**src/include/cfdc_cfg.svh**
```systemverilog
`ifndef CFDC_CFG_SVH
`define CFDC_CFG_SVH

// Three-level pin codes
`define CFDC_LVL_LOW        2'h0
`define CFDC_LVL_MID        2'h1
`define CFDC_LVL_HIGH       2'h2
`define CFDC_LVL_FLOAT      2'h3

// Ratio codes: divide by 2**code
`define CFDC_DIV1           2'h0
`define CFDC_DIV2           2'h1
`define CFDC_DIV4           2'h2
`define CFDC_DIV8           2'h3

// Divider counter width (up to /8)
`define CFDC_DIV_W          3

// Clock period in ps
`define CFDC_CLK_PS         4000
// Output turn-off time, ns
`define CFDC_DISABLE_NS     10
// Settling time after enable, us
`define CFDC_SETTLE_US      1
// Largest cycle count for turn-off (round down, at least one)
`define CFDC_DISABLE_CYC    (((`CFDC_DISABLE_NS * 1000) / `CFDC_CLK_PS) < 1 ? 1 : \
                             ((`CFDC_DISABLE_NS * 1000) / `CFDC_CLK_PS))
// Settle count in cycles (round down, longest time)
`define CFDC_SETTLE_CYC     ((`CFDC_SETTLE_US * 1000000) / `CFDC_CLK_PS)
// Settle counter width
`define CFDC_SETTLE_W       10

`endif

```
**src/include/cfdc_pkg.sv**
```systemverilog
package cfdc_pkg;

    // Decoded three-level pin value
    typedef logic [1:0] cfdc_level_t;

    // Divide ratio code
    typedef logic [1:0] cfdc_ratio_t;

    // Strap pins as one group
    typedef struct packed {
        cfdc_level_t enable;
        cfdc_level_t ratio_select_high;
        cfdc_level_t ratio_select_low;
    } cfdc_strap_s;

    // Decoded output mode
    typedef struct packed {
        logic        diff_on;
        cfdc_ratio_t diff_ratio;
        logic        se_on;
        cfdc_ratio_t se_ratio;
    } cfdc_mode_s;

    // Top-level sequencing states
    typedef enum logic [1:0] {
        CFDC_OFF    = 2'b00,
        CFDC_SETTLE = 2'b01,
        CFDC_RUN    = 2'b10
    } cfdc_state_e;

endpackage

```
**src/logic/cfdc_divider.sv**
```systemverilog
`timescale 1ns/1ps
`include "cfdc_cfg.svh"

// Free-running divider producing /1,/2,/4,/8 taps for one output
module cfdc_divider #(
    parameter int W = `CFDC_DIV_W
) (
    input  wire logic               clk_in,           // Input clock
    input  wire logic               reset_in,         // Sync reset, high
    input  wire logic               clear_in,         // Disabled hold
    input  wire logic               clk_level_in,     // Sampled clock level
    input  wire cfdc_pkg::cfdc_ratio_t ratio_in,      // Ratio code
    output logic                    tap_out           // Selected divided level
);
    import cfdc_pkg::*;

    // Module state in one struct
    typedef struct packed {
        logic [W-1:0] cnt;     // Input clock periods seen
        logic         lvl;     // Previous input clock level
        logic         tap;     // Registered output level
    } cfdc_div_s;

    cfdc_div_s st_ff;      // Registered state
    cfdc_div_s nxt_st;     // Next state

    // Next-state logic
    always_comb begin
        nxt_st = st_ff;
        nxt_st.lvl = clk_level_in;
        // One count per rising input clock edge, not per system cycle
        if (clk_level_in && !st_ff.lvl) begin
            nxt_st.cnt = st_ff.cnt + W'(1);
        end
        // Undivided tap follows clock state
        if (ratio_in == `CFDC_DIV1) begin
            nxt_st.tap = clk_level_in;
        end else begin
            // Divided tap is counter bit
            nxt_st.tap = nxt_st.cnt[ratio_in - 2'h1];
        end
    end

    // State register
    always_ff @(posedge clk_in) begin
        if (reset_in || clear_in) begin
            st_ff <= '0;
        end else begin
            st_ff <= nxt_st;
        end
    end

    assign tap_out = st_ff.tap;
endmodule // cfdc_divider

```
**src/logic/cfdc_fanout_ctrl.sv**
```systemverilog
`timescale 1ns/1ps
`include "cfdc_cfg.svh"
// Contract
// - Each control pin decodes three levels
// - Floating control pin reads as high
// - Straps captured on sampling clock edge
// - Enable low tristates both outputs
// - Enable low resets sequencing, mode and output flops, not the synchronizers
// - Selects ignored while disabled
// - Outputs off soon after enable low
// - Valid clocks about 1us after enable
// - Settling: true high, complement low
// - Then outputs low, then divided clocks
// - Independent divider per output, 1/2/4/8
// - Mode table maps straps to ratios
// - Complement always inverse of true
// - Undivided output takes clock state
// - Stage enable gates drive enable only, both dividers keep running
module cfdc_fanout_ctrl #(
    parameter int SETTLE_CYC = `CFDC_SETTLE_CYC   // Settle length in cycles
) (
    input  wire logic                 clk_in,               // System sampling clock
    input  wire logic                 reset_in,             // Sync reset, high
    input  wire logic                 clk_level_in,         // Input clock level, async
    input  wire cfdc_pkg::cfdc_strap_s strap_in,            // Raw three-level pins, async
    input  wire logic                 diff_stage_en_in,     // Diff driver supply present
    input  wire logic                 se_stage_en_in,       // SE driver supply present
    output logic                      diff_clock_out,       // True diff output
    output logic                      diff_clock_n_out,     // Complement diff output
    output logic                      diff_clock_oe_out,    // Diff drive enable
    output logic                      single_ended_clock_out, // SE output
    output logic                      single_ended_clock_oe_out, // SE drive enable
    output logic                      settling_out          // Settling in progress
);
    import cfdc_pkg::*;

    // All module state
    typedef struct packed {
        cfdc_strap_s   s1;
        cfdc_strap_s   s2;
        cfdc_strap_s   s3;
        cfdc_strap_s   strap;
        logic [2:0]    ck;
        logic          ck_lvl;
        cfdc_state_e   state;
        logic [`CFDC_SETTLE_W-1:0] settle_cnt;
        logic          low_phase;
        cfdc_mode_s    mode;
        logic          diff_q;
        logic          diff_n_q;
        logic          diff_oe;
        logic          se_q;
        logic          se_oe;
        logic          settling;
        logic [1:0]    stg1;       // Stage enable pins, first flop
        logic [1:0]    stg2;       // Stage enable pins, second flop
        logic [1:0]    stg3;       // Stage enable pins, third flop
        logic [1:0]    stage_ok;   // Accepted stage enables, diff then SE
    } cfdc_top_s;

    cfdc_top_s st_ff;      // Registered state
    cfdc_top_s nxt_st;     // Next state
    logic      diff_tap;   // Diff divider tap
    logic      se_tap;     // SE divider tap
    logic      dis_hold;   // Divider hold while disabled
    logic      en_low;     // Captured enable low

    // Mode decode from strap levels
    function automatic cfdc_mode_s decode_mode(input cfdc_strap_s s);
        cfdc_mode_s m;
        cfdc_level_t e;
        cfdc_level_t hi;
        cfdc_level_t lo;
        m = '0;
        e  = (s.enable == `CFDC_LVL_FLOAT) ? `CFDC_LVL_HIGH : s.enable;
        hi = (s.ratio_select_high == `CFDC_LVL_FLOAT) ? `CFDC_LVL_HIGH : s.ratio_select_high;
        lo = (s.ratio_select_low == `CFDC_LVL_FLOAT) ? `CFDC_LVL_HIGH : s.ratio_select_low;
        unique case ({e, hi, lo})
            {`CFDC_LVL_MID, `CFDC_LVL_LOW, `CFDC_LVL_MID}: begin
                m = '{1'b1, `CFDC_DIV1, 1'b1, `CFDC_DIV1};
            end
            {`CFDC_LVL_MID, `CFDC_LVL_MID, `CFDC_LVL_HIGH}: begin
                m = '{1'b1, `CFDC_DIV1, 1'b1, `CFDC_DIV2};
            end
            {`CFDC_LVL_HIGH, `CFDC_LVL_LOW, `CFDC_LVL_LOW}: begin
                m = '{1'b1, `CFDC_DIV1, 1'b1, `CFDC_DIV4};
            end
            {`CFDC_LVL_MID, `CFDC_LVL_LOW, `CFDC_LVL_HIGH}: begin
                m = '{1'b1, `CFDC_DIV2, 1'b1, `CFDC_DIV2};
            end
            {`CFDC_LVL_HIGH, `CFDC_LVL_LOW, `CFDC_LVL_HIGH}: begin
                m = '{1'b1, `CFDC_DIV2, 1'b1, `CFDC_DIV4};
            end
            {`CFDC_LVL_MID, `CFDC_LVL_LOW, `CFDC_LVL_LOW}: begin
                m = '{1'b1, `CFDC_DIV4, 1'b1, `CFDC_DIV4};
            end
            {`CFDC_LVL_MID, `CFDC_LVL_HIGH, `CFDC_LVL_LOW}: begin
                m = '{1'b1, `CFDC_DIV4, 1'b1, `CFDC_DIV8};
            end
            {`CFDC_LVL_MID, `CFDC_LVL_MID, `CFDC_LVL_MID}: begin
                m = '{1'b1, `CFDC_DIV8, 1'b1, `CFDC_DIV1};
            end
            {`CFDC_LVL_HIGH, `CFDC_LVL_HIGH, `CFDC_LVL_LOW}: begin
                m = '{1'b1, `CFDC_DIV8, 1'b1, `CFDC_DIV4};
            end
            {`CFDC_LVL_HIGH, `CFDC_LVL_HIGH, `CFDC_LVL_HIGH}: begin
                m = '{1'b0, `CFDC_DIV1, 1'b1, `CFDC_DIV4};
            end
            default: begin
                m = '0;
            end
        endcase
        return m;
    endfunction

    // Enable low is the low level only
    assign en_low = (st_ff.strap.enable == `CFDC_LVL_LOW);
    assign dis_hold = (st_ff.state != CFDC_RUN) || st_ff.low_phase;

    // Diff divider
    cfdc_divider #(.W(`CFDC_DIV_W)) u_diff_div (
        .clk_in       (clk_in),
        .reset_in     (reset_in),
        .clear_in     (dis_hold),
        .clk_level_in (st_ff.ck_lvl),
        .ratio_in     (st_ff.mode.diff_ratio),
        .tap_out      (diff_tap)
    );

    // SE divider
    cfdc_divider #(.W(`CFDC_DIV_W)) u_se_div (
        .clk_in       (clk_in),
        .reset_in     (reset_in),
        .clear_in     (dis_hold),
        .clk_level_in (st_ff.ck_lvl),
        .ratio_in     (st_ff.mode.se_ratio),
        .tap_out      (se_tap)
    );

    // Next-state logic
    always_comb begin
        nxt_st = st_ff;
        nxt_st.s1 = strap_in;
        nxt_st.s2 = st_ff.s1;
        nxt_st.s3 = st_ff.s2;
        nxt_st.ck = {st_ff.ck[1:0], clk_level_in};
        // Accept once stages two and three agree
        if (st_ff.s2 == st_ff.s3) begin
            nxt_st.strap = st_ff.s3;
        end
        if (st_ff.ck[1] == st_ff.ck[2]) begin
            nxt_st.ck_lvl = st_ff.ck[2];
        end
        // Stage supply pins pass three flops, bit 1 diff, bit 0 SE
        nxt_st.stg1 = {diff_stage_en_in, se_stage_en_in};
        nxt_st.stg2 = st_ff.stg1;
        nxt_st.stg3 = st_ff.stg2;
        if (st_ff.stg2 == st_ff.stg3) begin
            nxt_st.stage_ok = st_ff.stg3;
        end
        unique case (st_ff.state)
            CFDC_OFF: begin
                if (!en_low) begin
                    nxt_st.state = CFDC_SETTLE;
                    nxt_st.settle_cnt = '0;
                end
            end
            CFDC_SETTLE: begin
                if (st_ff.settle_cnt >= `CFDC_SETTLE_W'(SETTLE_CYC - 1)) begin
                    nxt_st.state = CFDC_RUN;
                    nxt_st.low_phase = 1'b1;
                    nxt_st.mode = decode_mode(st_ff.strap);
                end else begin
                    nxt_st.settle_cnt = st_ff.settle_cnt + `CFDC_SETTLE_W'(1);
                end
            end
            CFDC_RUN: begin
                // One low cycle, then divided clocks
                nxt_st.low_phase = 1'b0;
                nxt_st.mode = decode_mode(st_ff.strap);
            end
            default: begin
                nxt_st.state = CFDC_OFF;
            end
        endcase
        // Output drive follows the state being entered, so it lines up with settling
        nxt_st.settling = (nxt_st.state == CFDC_SETTLE);
        if (nxt_st.state == CFDC_SETTLE) begin
            nxt_st.diff_q   = 1'b1;
            nxt_st.diff_n_q = 1'b0;
            nxt_st.diff_oe  = 1'b1;
            nxt_st.se_q     = 1'b0;
            nxt_st.se_oe    = 1'b1;
        end else if (nxt_st.state == CFDC_RUN) begin
            nxt_st.diff_q   = nxt_st.low_phase ? 1'b0 : diff_tap;
            nxt_st.diff_n_q = nxt_st.low_phase ? 1'b1 : ~diff_tap;
            nxt_st.diff_oe  = nxt_st.mode.diff_on & st_ff.stage_ok[1];
            nxt_st.se_q     = nxt_st.low_phase ? 1'b0 : se_tap;
            nxt_st.se_oe    = nxt_st.mode.se_on & st_ff.stage_ok[0];
        end else begin
            nxt_st.diff_q   = 1'b0;
            nxt_st.diff_n_q = 1'b1;
            nxt_st.diff_oe  = 1'b0;
            nxt_st.se_q     = 1'b0;
            nxt_st.se_oe    = 1'b0;
        end
        if (en_low) begin
            nxt_st.state      = CFDC_OFF;
            nxt_st.settle_cnt = '0;
            nxt_st.low_phase  = 1'b0;
            nxt_st.mode       = '0;
            nxt_st.diff_q     = 1'b0;
            nxt_st.diff_n_q   = 1'b1;
            nxt_st.diff_oe    = 1'b0;
            nxt_st.se_q       = 1'b0;
            nxt_st.se_oe      = 1'b0;
            nxt_st.settling   = 1'b0;
        end
    end

    // State register
    always_ff @(posedge clk_in) begin
        if (reset_in) begin
            st_ff <= '{default: '0, diff_n_q: 1'b1, state: CFDC_OFF};
        end else begin
            st_ff <= nxt_st;
        end
    end

    // Outputs from flip-flops
    assign diff_clock_out            = st_ff.diff_q;
    assign diff_clock_n_out          = st_ff.diff_n_q;
    assign diff_clock_oe_out         = st_ff.diff_oe;
    assign single_ended_clock_out    = st_ff.se_q;
    assign single_ended_clock_oe_out = st_ff.se_oe;
    assign settling_out              = st_ff.settling;
endmodule // cfdc_fanout_ctrl

```
**config.mk**
```make
export PLATFORM = sky130hd
export DESIGN_NAME = cfdc_fanout_ctrl
export DESIGN_NICKNAME = d
export VERILOG_FILES = /design/src/include/cfdc_pkg.sv /design/src/logic/cfdc_divider.sv /design/src/logic/cfdc_fanout_ctrl.sv
export VERILOG_INCLUDE_DIRS = /design/src /design/src/include
export SDC_FILE = /design/constraint.sdc
export NUM_CORES = 1
export LEC_CHECK = 0
export ABC_AREA = 1
export BUFFER_PORTS_ARGS = -buffer_cell sky130_fd_sc_hd__buf_2
export CAP_MARGIN = 30
export CORE_UTILIZATION = 30
export CTS_CLUSTER_SIZE = 14
export DETAILED_ROUTE_END_ITERATION = 10
export HOLD_SLACK_MARGIN = 0.05
export MAX_ROUTING_LAYER = met4
export PLACE_DENSITY_LB_ADDON = 0.12
export SYNTH_ARGS = -nofsm -noshare
export SYNTH_HDL_FRONTEND = slang
export SYNTH_SLANG_ARGS = --single-unit
```
**constraint.sdc**
```tcl
create_clock -name clk_in -period 1.8 [get_ports clk_in]
set_clock_uncertainty 0.2 [all_clocks]
set_input_delay 0.09 -clock clk_in [delete_from_list [all_inputs] [get_ports clk_in]]
set_output_delay 0.09 -clock clk_in [all_outputs]
set_load 0.005 [all_outputs]
```
Word-level counts from Yosys, hierarchy flattened
Cells that the tools add are included.
Cells by class
  add/subtract/negate cells: 5
  $lt $le $gt $ge: 3
  eq/ne operators: 24
  reductions and logical operators: 14
  bitwise gates (word level): 4
  mux-type cells: 24
Operators by type and width (number)
  $pmux 6 s10: 1
  $eq 6x5->1 const B: 6
  $eq 6x6->1 const B: 4
  $pmux 10 s2: 1
  $pmux 7 s2: 1
  $mux 12: 1
  $add 10x1->10 const B: 1
  $eq 2x2->1 const B: 5
  $ge 10x8->1 const B: 1
  $mux 10: 1
  $mux 5: 2
  $logic_not 2->1: 4
  $mux 2: 4
  $ne 2x2->1 const B: 4
  $mux 1: 7
  $mux 7: 1
  $add 3x1->3 const B: 2
  $eq 6x6->1: 1
  $lt 2x3->1 const B: 2
  $mux 3: 2
  $pmux 2 s3: 1
  $reduce_or 5->1: 1
  $bmux 1 s2: 2
  $eq 2x1->1 const B: 2
  12 further kinds: 17
Storage, ports and cells
  bits in registers: 70
  bits of input ports: 11
  logic and storage cells: 110
  output and inout port bits: 6

Longest topological paths before layout
Gate-level depths: netlist of run 1.
  depth in word-level cells: 9
  gate-level depth with buffers: 12
  mapped depth without buffers: 12

By module
Synthesis of run 1 repeated with hierarchy kept, for this count alone.
Second synthesis, totals
  cells, all modules: 419
  area total of the unflattened synthesis: 3126.7 µm²
Modules (own cells, without submodules)
  cfdc_fanout_ctrl: sequential area each 1221.2 µm², cells each 341, area each 2596.2 µm², times used 1
  cfdc_divider: sequential area each 100.1 µm², cells each 39, area each 265.3 µm², times used 2

Least setup slack after synthesis of run 1
Ideal clock, no wire load.
  kind: reg-to-reg
  from: register st_ff[32] (netlist name)
  to: register st_ff[22] (netlist name)
  path slack: 0.119 ns
  arrival: 1.356 ns
  stages on the path, launching flop included: 10
  clock period less this slack: 1.681 ns
  data required time: 1.475 ns
  cell sequence: dfxtp_1 inv_1 ha_1 buf_2 inv_2 o21ai_1 nand2_2 buf_6 a21oi_1 a211oi_2
Between the ends
  cells in the longest elaborated chain, start to end: 3
  elaborated cells on any way between the ends: 7
  those cells by class: 3 x eq/ne; 1 x mux; 3 x reduce/logical
RTL lines
  from (decl): line cfdc_fanout_ctrl.sv:61  | cfdc_top_s st_ff;
  from (signal assigned): line cfdc_fanout_ctrl.sv:226  | st_ff <= nxt_st;
  $eq 2x1->1 / $logic_not 2->1 (equally long branches): line cfdc_fanout_ctrl.sv:161  | unique case (st_ff.state)
  $ne 2x2->1 (no source line) / $reduce_bool 2->1 (equally long branches)
  $reduce_and 3->1 (no source line)
Several ways; a longest one is shown, not always the timed one.
A chain may end at the register's enable or synchronous reset.

Worst setup path after layout of run 1
  from: register st_ff[22] (netlist name)
  to: register st_ff (netlist bit diff_clock_n_out)
Between the ends
  cells in the longest elaborated chain, start to end: 6
  elaborated cells on any way between the ends: 10
  those cells by class: 1 x order compare; 2 x eq/ne; 7 x mux
RTL lines
  $ge 10x8->1 (*): line cfdc_fanout_ctrl.sv:169  | if (st_ff.settle_cnt >= `CFDC_SETTLE_W'(SETTLE_CYC - 1)) begin
  $mux 2 / $mux 7 (equally long branches): line cfdc_fanout_ctrl.sv:169
  $pmux 2 s3 / $pmux 7 s2 (equally long branches): line cfdc_fanout_ctrl.sv:161
  $eq 2x2->1 / $mux 1 (equally long branches): line cfdc_fanout_ctrl.sv:194, cfdc_fanout_ctrl.sv:196
  $mux 5: line cfdc_fanout_ctrl.sv:194  | end else if (nxt_st.state == CFDC_RUN) begin
  $mux 5 (*): line cfdc_fanout_ctrl.sv:188  | if (nxt_st.state == CFDC_SETTLE) begin
Mark *: on every way between the ends. The rest lies on a longest branch, timed or not. The select of a mux whose other input is x is not followed.

==> results of run 1 <==
==> where the power goes <==
part | total [mW] | switching [mW] | leakage, nW | internal (mW)
clock network | 1.10 | 0.600 | 0.0894 | 0.501
registers | 1.64 | 0.0333 | 0.572 | 1.60
logic | 0.372 | 0.234 | 0.856 | 0.138
total | 3.11 | 0.867 | 1.52 | 2.24
==> sequential cells by signal, indices dropped and copies added (netlist names) <==
| register | flops |
|---|---|
| nxt_st | 18 |
| single_ended_clock_out | 1 |
| diff_clock_out | 1 |
| single_ended_clock_oe_out | 1 |
| diff_clock_oe_out | 1 |
| u_diff_div.st_ff | 3 |
| u_diff_div.tap_out | 1 |
| u_se_div.tap_out | 1 |
| diff_clock_n_out | 1 |
| settling_out | 1 |
| st_ff | 37 |
| u_se_div.st_ff | 4 |
==> stage by stage <==
step                hold WS (ns)  setup TNS, ns  instances  instance area, um2
CTS                        0.207              0        560                3530
global route               0.224        -0.0905        561                3590
global placement          0.0895              0        534                3260
finish                     0.204              0        561                3590
detailed placement        0.0946              0        534                3260
floorplan               -0.00303              0        384                2980
==> kinds of logic (layout without fill, tap and decap cells) <==
group	after synthesis	after routing	synth area share, %
AOI/OAI and AO/OA	53	53	10.1
buffers and inverters	70	114	9.14
muxes	2	2	0.671
DFF	70	70	47.0
and+or+nand+nor	164	164	24.4
adders and majority gates	11	11	4.61
xor gates and xnor gates	14	14	4.11
==> area by class of cell <==
cell class	count	area, um2
fillers	1012	6100
flip-flops and latches	70	1410
multi-input cells	244	1350
repair buffers	36	255
inverters	62	235
well taps	133	166
clock buffers	9	124
clock inverters	7	48.8
==> metal layers <==
| metal | global-route usage [%] | up-vias | share of wire (%) |
|---|---|---|---|
| met5 | - | - | 0 |
| met4 | 4.68 | 0 | 0.95 |
| met3 | 3.31 | 10 | 3.4 |
| met2 | 19.1 | 35 | 45 |
| met1 | 14.7 | 1002 | 50 |
| li1 | - | 1281 | - |
==> repair_timing <==
item                                   4_1_cts  5_1_grt
hold buffers                                10        0
endpoints found under the hold margin       15        0
setup buffers                                0        1
gates resized for setup                      0       16
setup endpoints to repair                    0       25
==> worst paths after layout <==
path / from / endpoint / slack (ns) / depth (start not counted)
worst max-delay path: st_ff[22] / diff_clock_n_out / 0.09 / 12
worst min register to register: nxt_st[50] / nxt_st[44] / 0.20 / 2
worst min-delay path: nxt_st[50] / nxt_st[44] / 0.20 / 2
worst max register to register: st_ff[22] / diff_clock_n_out / 0.09 / 12
==> layout by cell type (no fill, tap or decap), types with 8 or more instances in the layout <==
| cell | instances |
|---|---|
| buf_4 | 10 |
| inv_2 | 11 |
| o21ai_0 | 10 |
| nor2_1 | 61 |
| a21oi_1 | 29 |
| nand2_2 | 8 |
| dlygate4sd3_1 | 10 |
| inv_1 | 50 |
| buf_2 | 16 |
| ha_1 | 9 |
| xor2_1 | 9 |
| clkbuf_8 | 9 |
| nand2_1 | 51 |
| nand3_1 | 22 |
| dfxtp_1 | 67 |
==> worst reg2reg max path, stage by stage, from the launching register on <==
cell and delay (ns):
dfxtp_2 0.34, inv_2 0.06, ha_1 0.18, nor2_1 0.08, nand2_1 0.07, nand2_2 0.09, nand3_2 0.09, nand2_2 0.09
nand2_2 0.08, nor2_4 0.15, nand3_4 0.10, inv_2 0.06, nor2_1 0.04
==> results by group, run 1 <==
Run status
  – Status: finished, final reports clean

Yosys
  – Synth Instances: about 380
  – Distinct cells, synth: 32
  – Synth warn: 0
  – FFs w/ async S/R, synth: 0%
  – Most frequent cell after synthesis: dfxtp_1
  – Top cell type by total area after synthesis: dfxtp_1
  – Mapped Area: 2980 um2
  – Synth top area share: between 40% and 50%
  – Syn Area/Cell: slightly below 8 um2
  – Post-synthesis register bit count: 70
  – Syn nets: slightly above 400
  – Area contributors post-synth: dfxtp_1 47%, nor2_1 7.7%, nand2_1 6.7%
  – Seq/Total Area, Yosys: 47.0%
  – Synth top cells by count: 70 x dfxtp_1, 61 x nor2_1, 53 x nand2_1, 51 x inv_1, 30 x a21oi_1
  – Post-synth EDFFs: 0
  – Most used DFF post-synth: dfxtp_1

Global route
  – Initial antenna violation count: 0
  – First-pass GRT wire length: about 9.5 mm
  – Vias in the first global route: 2,158
  – Pin count of the biggest net entering global routing: 25
  – GRT Overall Usage: around 12%
  – Congestion Overflow GR: 0

Clock tree
  – CTS max path bufs: 2
  – Clock transition at path regs: 0.08 ns
  – TritonCTS clock tree: built
  – Sink Count: 70
  – Root Buffer: clkbuf_8
  – Clk_lat worst skew: around 0.34 ns
  – CTS buffer count: 9
  – CTS H-tree depth: 3

Timing
  – Pins Over Slew Limit: 0
  – Final setup vio count: 0
  – Slew margin rel.: 67.1%
  – Unrepaired setup endpoints after global routing: yes
  – Fin crit share: a little over nine tenths
  – Worst-margin pin slew: between 0.4 and 0.5 ns
  – FMAX: between 0.5 and 0.6 GHz
  – Hold Vio Cnt, Final: 0
  – PnR worst setup slack: between 0.08 and 0.09 ns
  – Min cycle time layout: roughly 1.7 ns

Min path
  – Hold crit path type: reg -> reg

Finish
  – Final Util: 37.1%
  – P&R area growth vs syn: 20.3%
  – Antenna Cells: 0
  – Final nets: about 450
  – Share of cells above drive strength 1: between 20% and 30%

Power
  – Total power: 3.11 mW
  – Leakage: ~1.5 nW
  – Pwr/cell area: 866 nW/um2
  – Peak supply drop: ~0.45 mV

Worst setup path
  – Largest fanout on the critical path: 5
  – Worst path most repeated cell: nand2_2
  – Worst path arrival time: 1.75 ns
  – Largest delay share family, worst path: simple AND/OR/NAND/NOR gates
  – Critical Path RT: between 1.5 and 2 ns
  – Worst path cell trace: inv_2, ha_1, nor2_1, nand2_1, nand2_2, nand3_2, nand2_2, nand2_2, nor2_4, nand3_4, inv_2, nor2_1
  – Critical path's largest stage delay: around 0.34 ns
  – CP Class: reg -> reg
  – Crit path buffers/inverters: 2
  – Nature of the critical path endpoint: flop
  – Startpoint Class: flop
  – Slowest cell on crit path: dfxtp_2

Die
  – Area of the die: 10,400 um2
  – Die H: ~100 um
  – Core box area: just under 10,000 um2
  – Effective utilization at floorplan: a little under a third
  – Ports: 17
  – Num rows: 36
  – DIE WIDTH: about 100 um

Flow run
  – Max-cap violations: 0

Placement
  – Place WS: 0.0337 ns
  – Hpwl dp: ~3.9 mm
  – GPL Wtd Cong: around 0.77
  – Port-buffer cells: 16

Route
  – Drt first pass iters: 4
  – DRC viols: 0
  – DR WL/cell: roughly 9.6 um
  – Vias post-DR: about 2,300
  – Vias/cell: between 4 and 5
  – Post-DRT Antenna Nets: 0
  – Number of DRC markers in iteration 0: 78
  – Final wirelength: 5.39 mm
(Power assumes the default switching activity.)
==> inputs of run 2 (changes only) <==
BUFFER_PORTS_ARGS = -buffer_cell sky130_fd_sc_hd__buf_4   (was -buffer_cell sky130_fd_sc_hd__buf_2)
CTS_CLUSTER_SIZE = 30   (was 14)
==> run 2 against run 1 <==
Against the previous run: sequential power about the same; utilization up 1.3 points; final cell count up 0.36%; register-to-register slack about the same; critical path type unchanged.
==> results by group, run 2 (synthesis results as in run 1) <==
Finish
  – Fill count: 997 (was 1,012)
  – Biggest register: st_ff (unchanged)
  – Final nets: 448 (was 445)
  – P&R area growth vs syn: 24.6% (was 20.3%)
  – Antenna Cells: 0 (unchanged)
  – Commonest non-fill, non-tap cell in the layout: dfxtp_1 (unchanged)
  – Max reg flops: 37 (unchanged)
  – Most frequent cells in the layout: 68 x dfxtp_1, 60 x nor2_1, 49 x inv_1, 49 x nand2_1 (was 67 x dfxtp_1, 61 x nor2_1, 51 x nand2_1)
  – Share of cells above drive strength 1: 21.6% (was 20.1%)

Route
  – Vias/cell: 4.16 (was 4.15)
  – Vias post-DR: 2,340 (was 2,328)
  – DR WL/cell: 9.91 um (was 9.61 um)
  – Number of DRC markers in iteration 0: 83 (was 78)
  – Final wirelength: 5.58 mm (was 5.39 mm)
  – Drt first pass iters: 4 (unchanged)
  – DRC viols: 0 (unchanged)
  – Post-DRT Antenna Nets: 0 (unchanged)

Global route
  – Congestion Overflow GR: 0 (unchanged)
  – Vias in the first global route: 2,239 (was 2,158)
  – GRT Overall Usage: 12.3% (was 12.1%)
  – Initial antenna violation count: 0 (unchanged)
  – First-pass GRT wire length: 9.60 mm (was 9.49 mm)
  – Pin count of the biggest net entering global routing: 29 (was 25)

Worst setup path
  – RR Startpoint: st_ff[22] (unchanged)
  – Nature of the critical path endpoint: flop (unchanged)
  – CP Class: reg -> reg (unchanged)
  – Critical Path RT: 1.83 ns (was 1.84 ns)
  – Startpoint Class: flop (unchanged)
  – R2r setup slk: 0.09 ns (about the same)
  – Worst path arrival time: 1.75 ns (about the same)
  – Worst reg-to-reg path cell count: 12 (unchanged)
  – Largest fanout on the critical path: 5 (unchanged)
  – R2r endpoint: diff_clock_n_out (unchanged)

Flow run
  – Max-cap violations: 0 (unchanged)

Power
  – Pwr/cell area: 887 nW/um2 (was 866 nW/um2)
  – Peak supply drop: 0.495 mV (was 0.449 mV)
  – Leakage: 1.55 nW (was 1.52 nW)
  – Total power: 3.30 mW (was 3.11 mW)

Clock tree
  – CTS max path bufs: 2 (unchanged)
  – CTS H-tree depth: 3 (unchanged)
  – Sink Count: 70 (unchanged)
  – Clk_lat worst skew: 0.34 ns (about the same)
  – CTS buffer count: 9 (unchanged)
  – Clock transition at path regs: 0.08 ns (about the same)
  – Root Buffer: clkbuf_8 (unchanged)
  – TritonCTS clock tree: built (unchanged)

Timing
  – Slew margin rel.: 69.4% (was 67.1%)
  – Hold Vio Cnt, Final: 0 (unchanged)
  – Pins Over Slew Limit: 0 (unchanged)
  – Unrepaired setup endpoints after global routing: yes (unchanged)
  – Final setup vio count: 0 (unchanged)
  – Min cycle time layout: 1.71 ns (about the same)
  – Worst-margin pin slew: 0.456 ns (was 0.490 ns)
  – Fin crit share: 95.1% (was 95.0%)
  – FMAX: 0.584 GHz (was 0.585 GHz)
  – PnR worst setup slack: 0.0876 ns (was 0.0893 ns)

Min path
  – Hold crit path type: reg -> reg (unchanged)
  – Hold Startpoint: nxt_st[35] (was nxt_st[50])
  – Hold path cells: 2 (unchanged)
  – WHS Endpoint: nxt_st[36] (was nxt_st[44])

Die
  – Die H: 102 um (unchanged)
  – Ports: 17 (unchanged)
  – Num rows: 36 (unchanged)
  – Core box area: 9680 um2 (unchanged)
  – Area of the die: 10,400 um2 (unchanged)
  – DIE WIDTH: 102 um (unchanged)
  – Effective utilization at floorplan: 30.8% (unchanged)

Placement
  – Port-buffer cells: 16 (unchanged)
  – Place WS: 0.0157 ns (was 0.0337 ns)
  – GPL Wtd Cong: 0.838 (was 0.774)
  – Hpwl dp: 4.01 mm (was 3.90 mm)

Run status
  – Status: finished, final reports clean (unchanged)
[run 2: cell types whose count changed in the layout (fill, tap and decap cells not counted), moves of 2 or more]
cell / before / now
buf_2: 16 / 0
nand3_2: 2 / 4
nand3_1: 22 / 20
nand2_1: 51 / 49
buf_4: 10 / 29
clkinv_4: 2 / 0
clkinv_2: 3 / 1
[run 2: how the worst max path moves through the flow]
stage	startpoint	endpoint	slack [ns]
floorplan	st_ff[32]	st_ff[22]	0.12
global placement	st_ff[22]	diff_clock_n_out	0.03
detailed placement	st_ff[22]	diff_clock_n_out	0.02
CTS	st_ff[22]	st_ff[24]	0.01
global route	st_ff[22]	diff_clock_n_out	-0.06
finish	st_ff[22]	diff_clock_n_out	0.09
[run 2: per-stage QoR]
step / utilization (%) / hold WS [ns] / cells / setup TNS (ns) / area, um2
2_1_floorplan: - / -0.00303 / 384 / 0 / 2980
3_3_place_gp: 34.1 / 0.0886 / 535 / 0 / 3310
3_5_place_dp: 34.1 / 0.0978 / 535 / 0 / 3310
4_1_cts: 37.3 / 0.203 / 560 / 0 / 3610
5_1_grt: 38.4 / 0.224 / 563 / -0.167 / 3720
6_report: 38.4 / 0.203 / 563 / 0 / 3720
[run 2: cell type report]
type,count,area [um2],area share (%)
clock inverter,5,58.8,1.58
timing repair buffer,39,318,8.55
sequential,70,1400,37.8
tap,133,166,4.48
multi-input combinational,244,1390,37.5
clock buffer,10,138,3.70
inverter,62,240,6.46
[run 2: metal layers]
layer / GRT usage [%] / wire (um) / part of all wire [%] / vias to the layer above
met5: - / 0 / 0 / -
li1: - / - / - / 1287
met1: 14.0 / 2790 / 50 / 1023
met4: 3.68 / 31 / 0.56 / 0
met3: 4.35 / 164 / 2.9 / 2
met2: 20.2 / 2600 / 47 / 28
[run 2: power by group]
group          leakage, nW  internal (mW)  total, mW  switching [mW]
registers            0.571           1.60       1.64          0.0346
logic                0.886          0.158      0.401           0.243
clock network       0.0948          0.672       1.26           0.586
[run 2: repair_timing]
item / in CTS / in global routing
pin swaps: 0 / 5
gates cloned: 0 / 0
setup endpoints to repair: 1 / 13
hold buffers: 10 / 0
setup buffers: 0 / 3
endpoints found under the hold margin: 28 / 0
gates resized for setup: 1 / 25
[run 2: critical path, stage by stage, from the launching register on]
cell and delay, ns:
dfxtp_2 0.36, inv_4 0.05, ha_2 0.16, nor2_2 0.09, nand2_1 0.07, nand2_2 0.09
nand3_2 0.09, nand2_2 0.10, nand2_4 0.06, nor2_4 0.14, nand3_4 0.10, inv_2 0.06
nor2_1 0.04
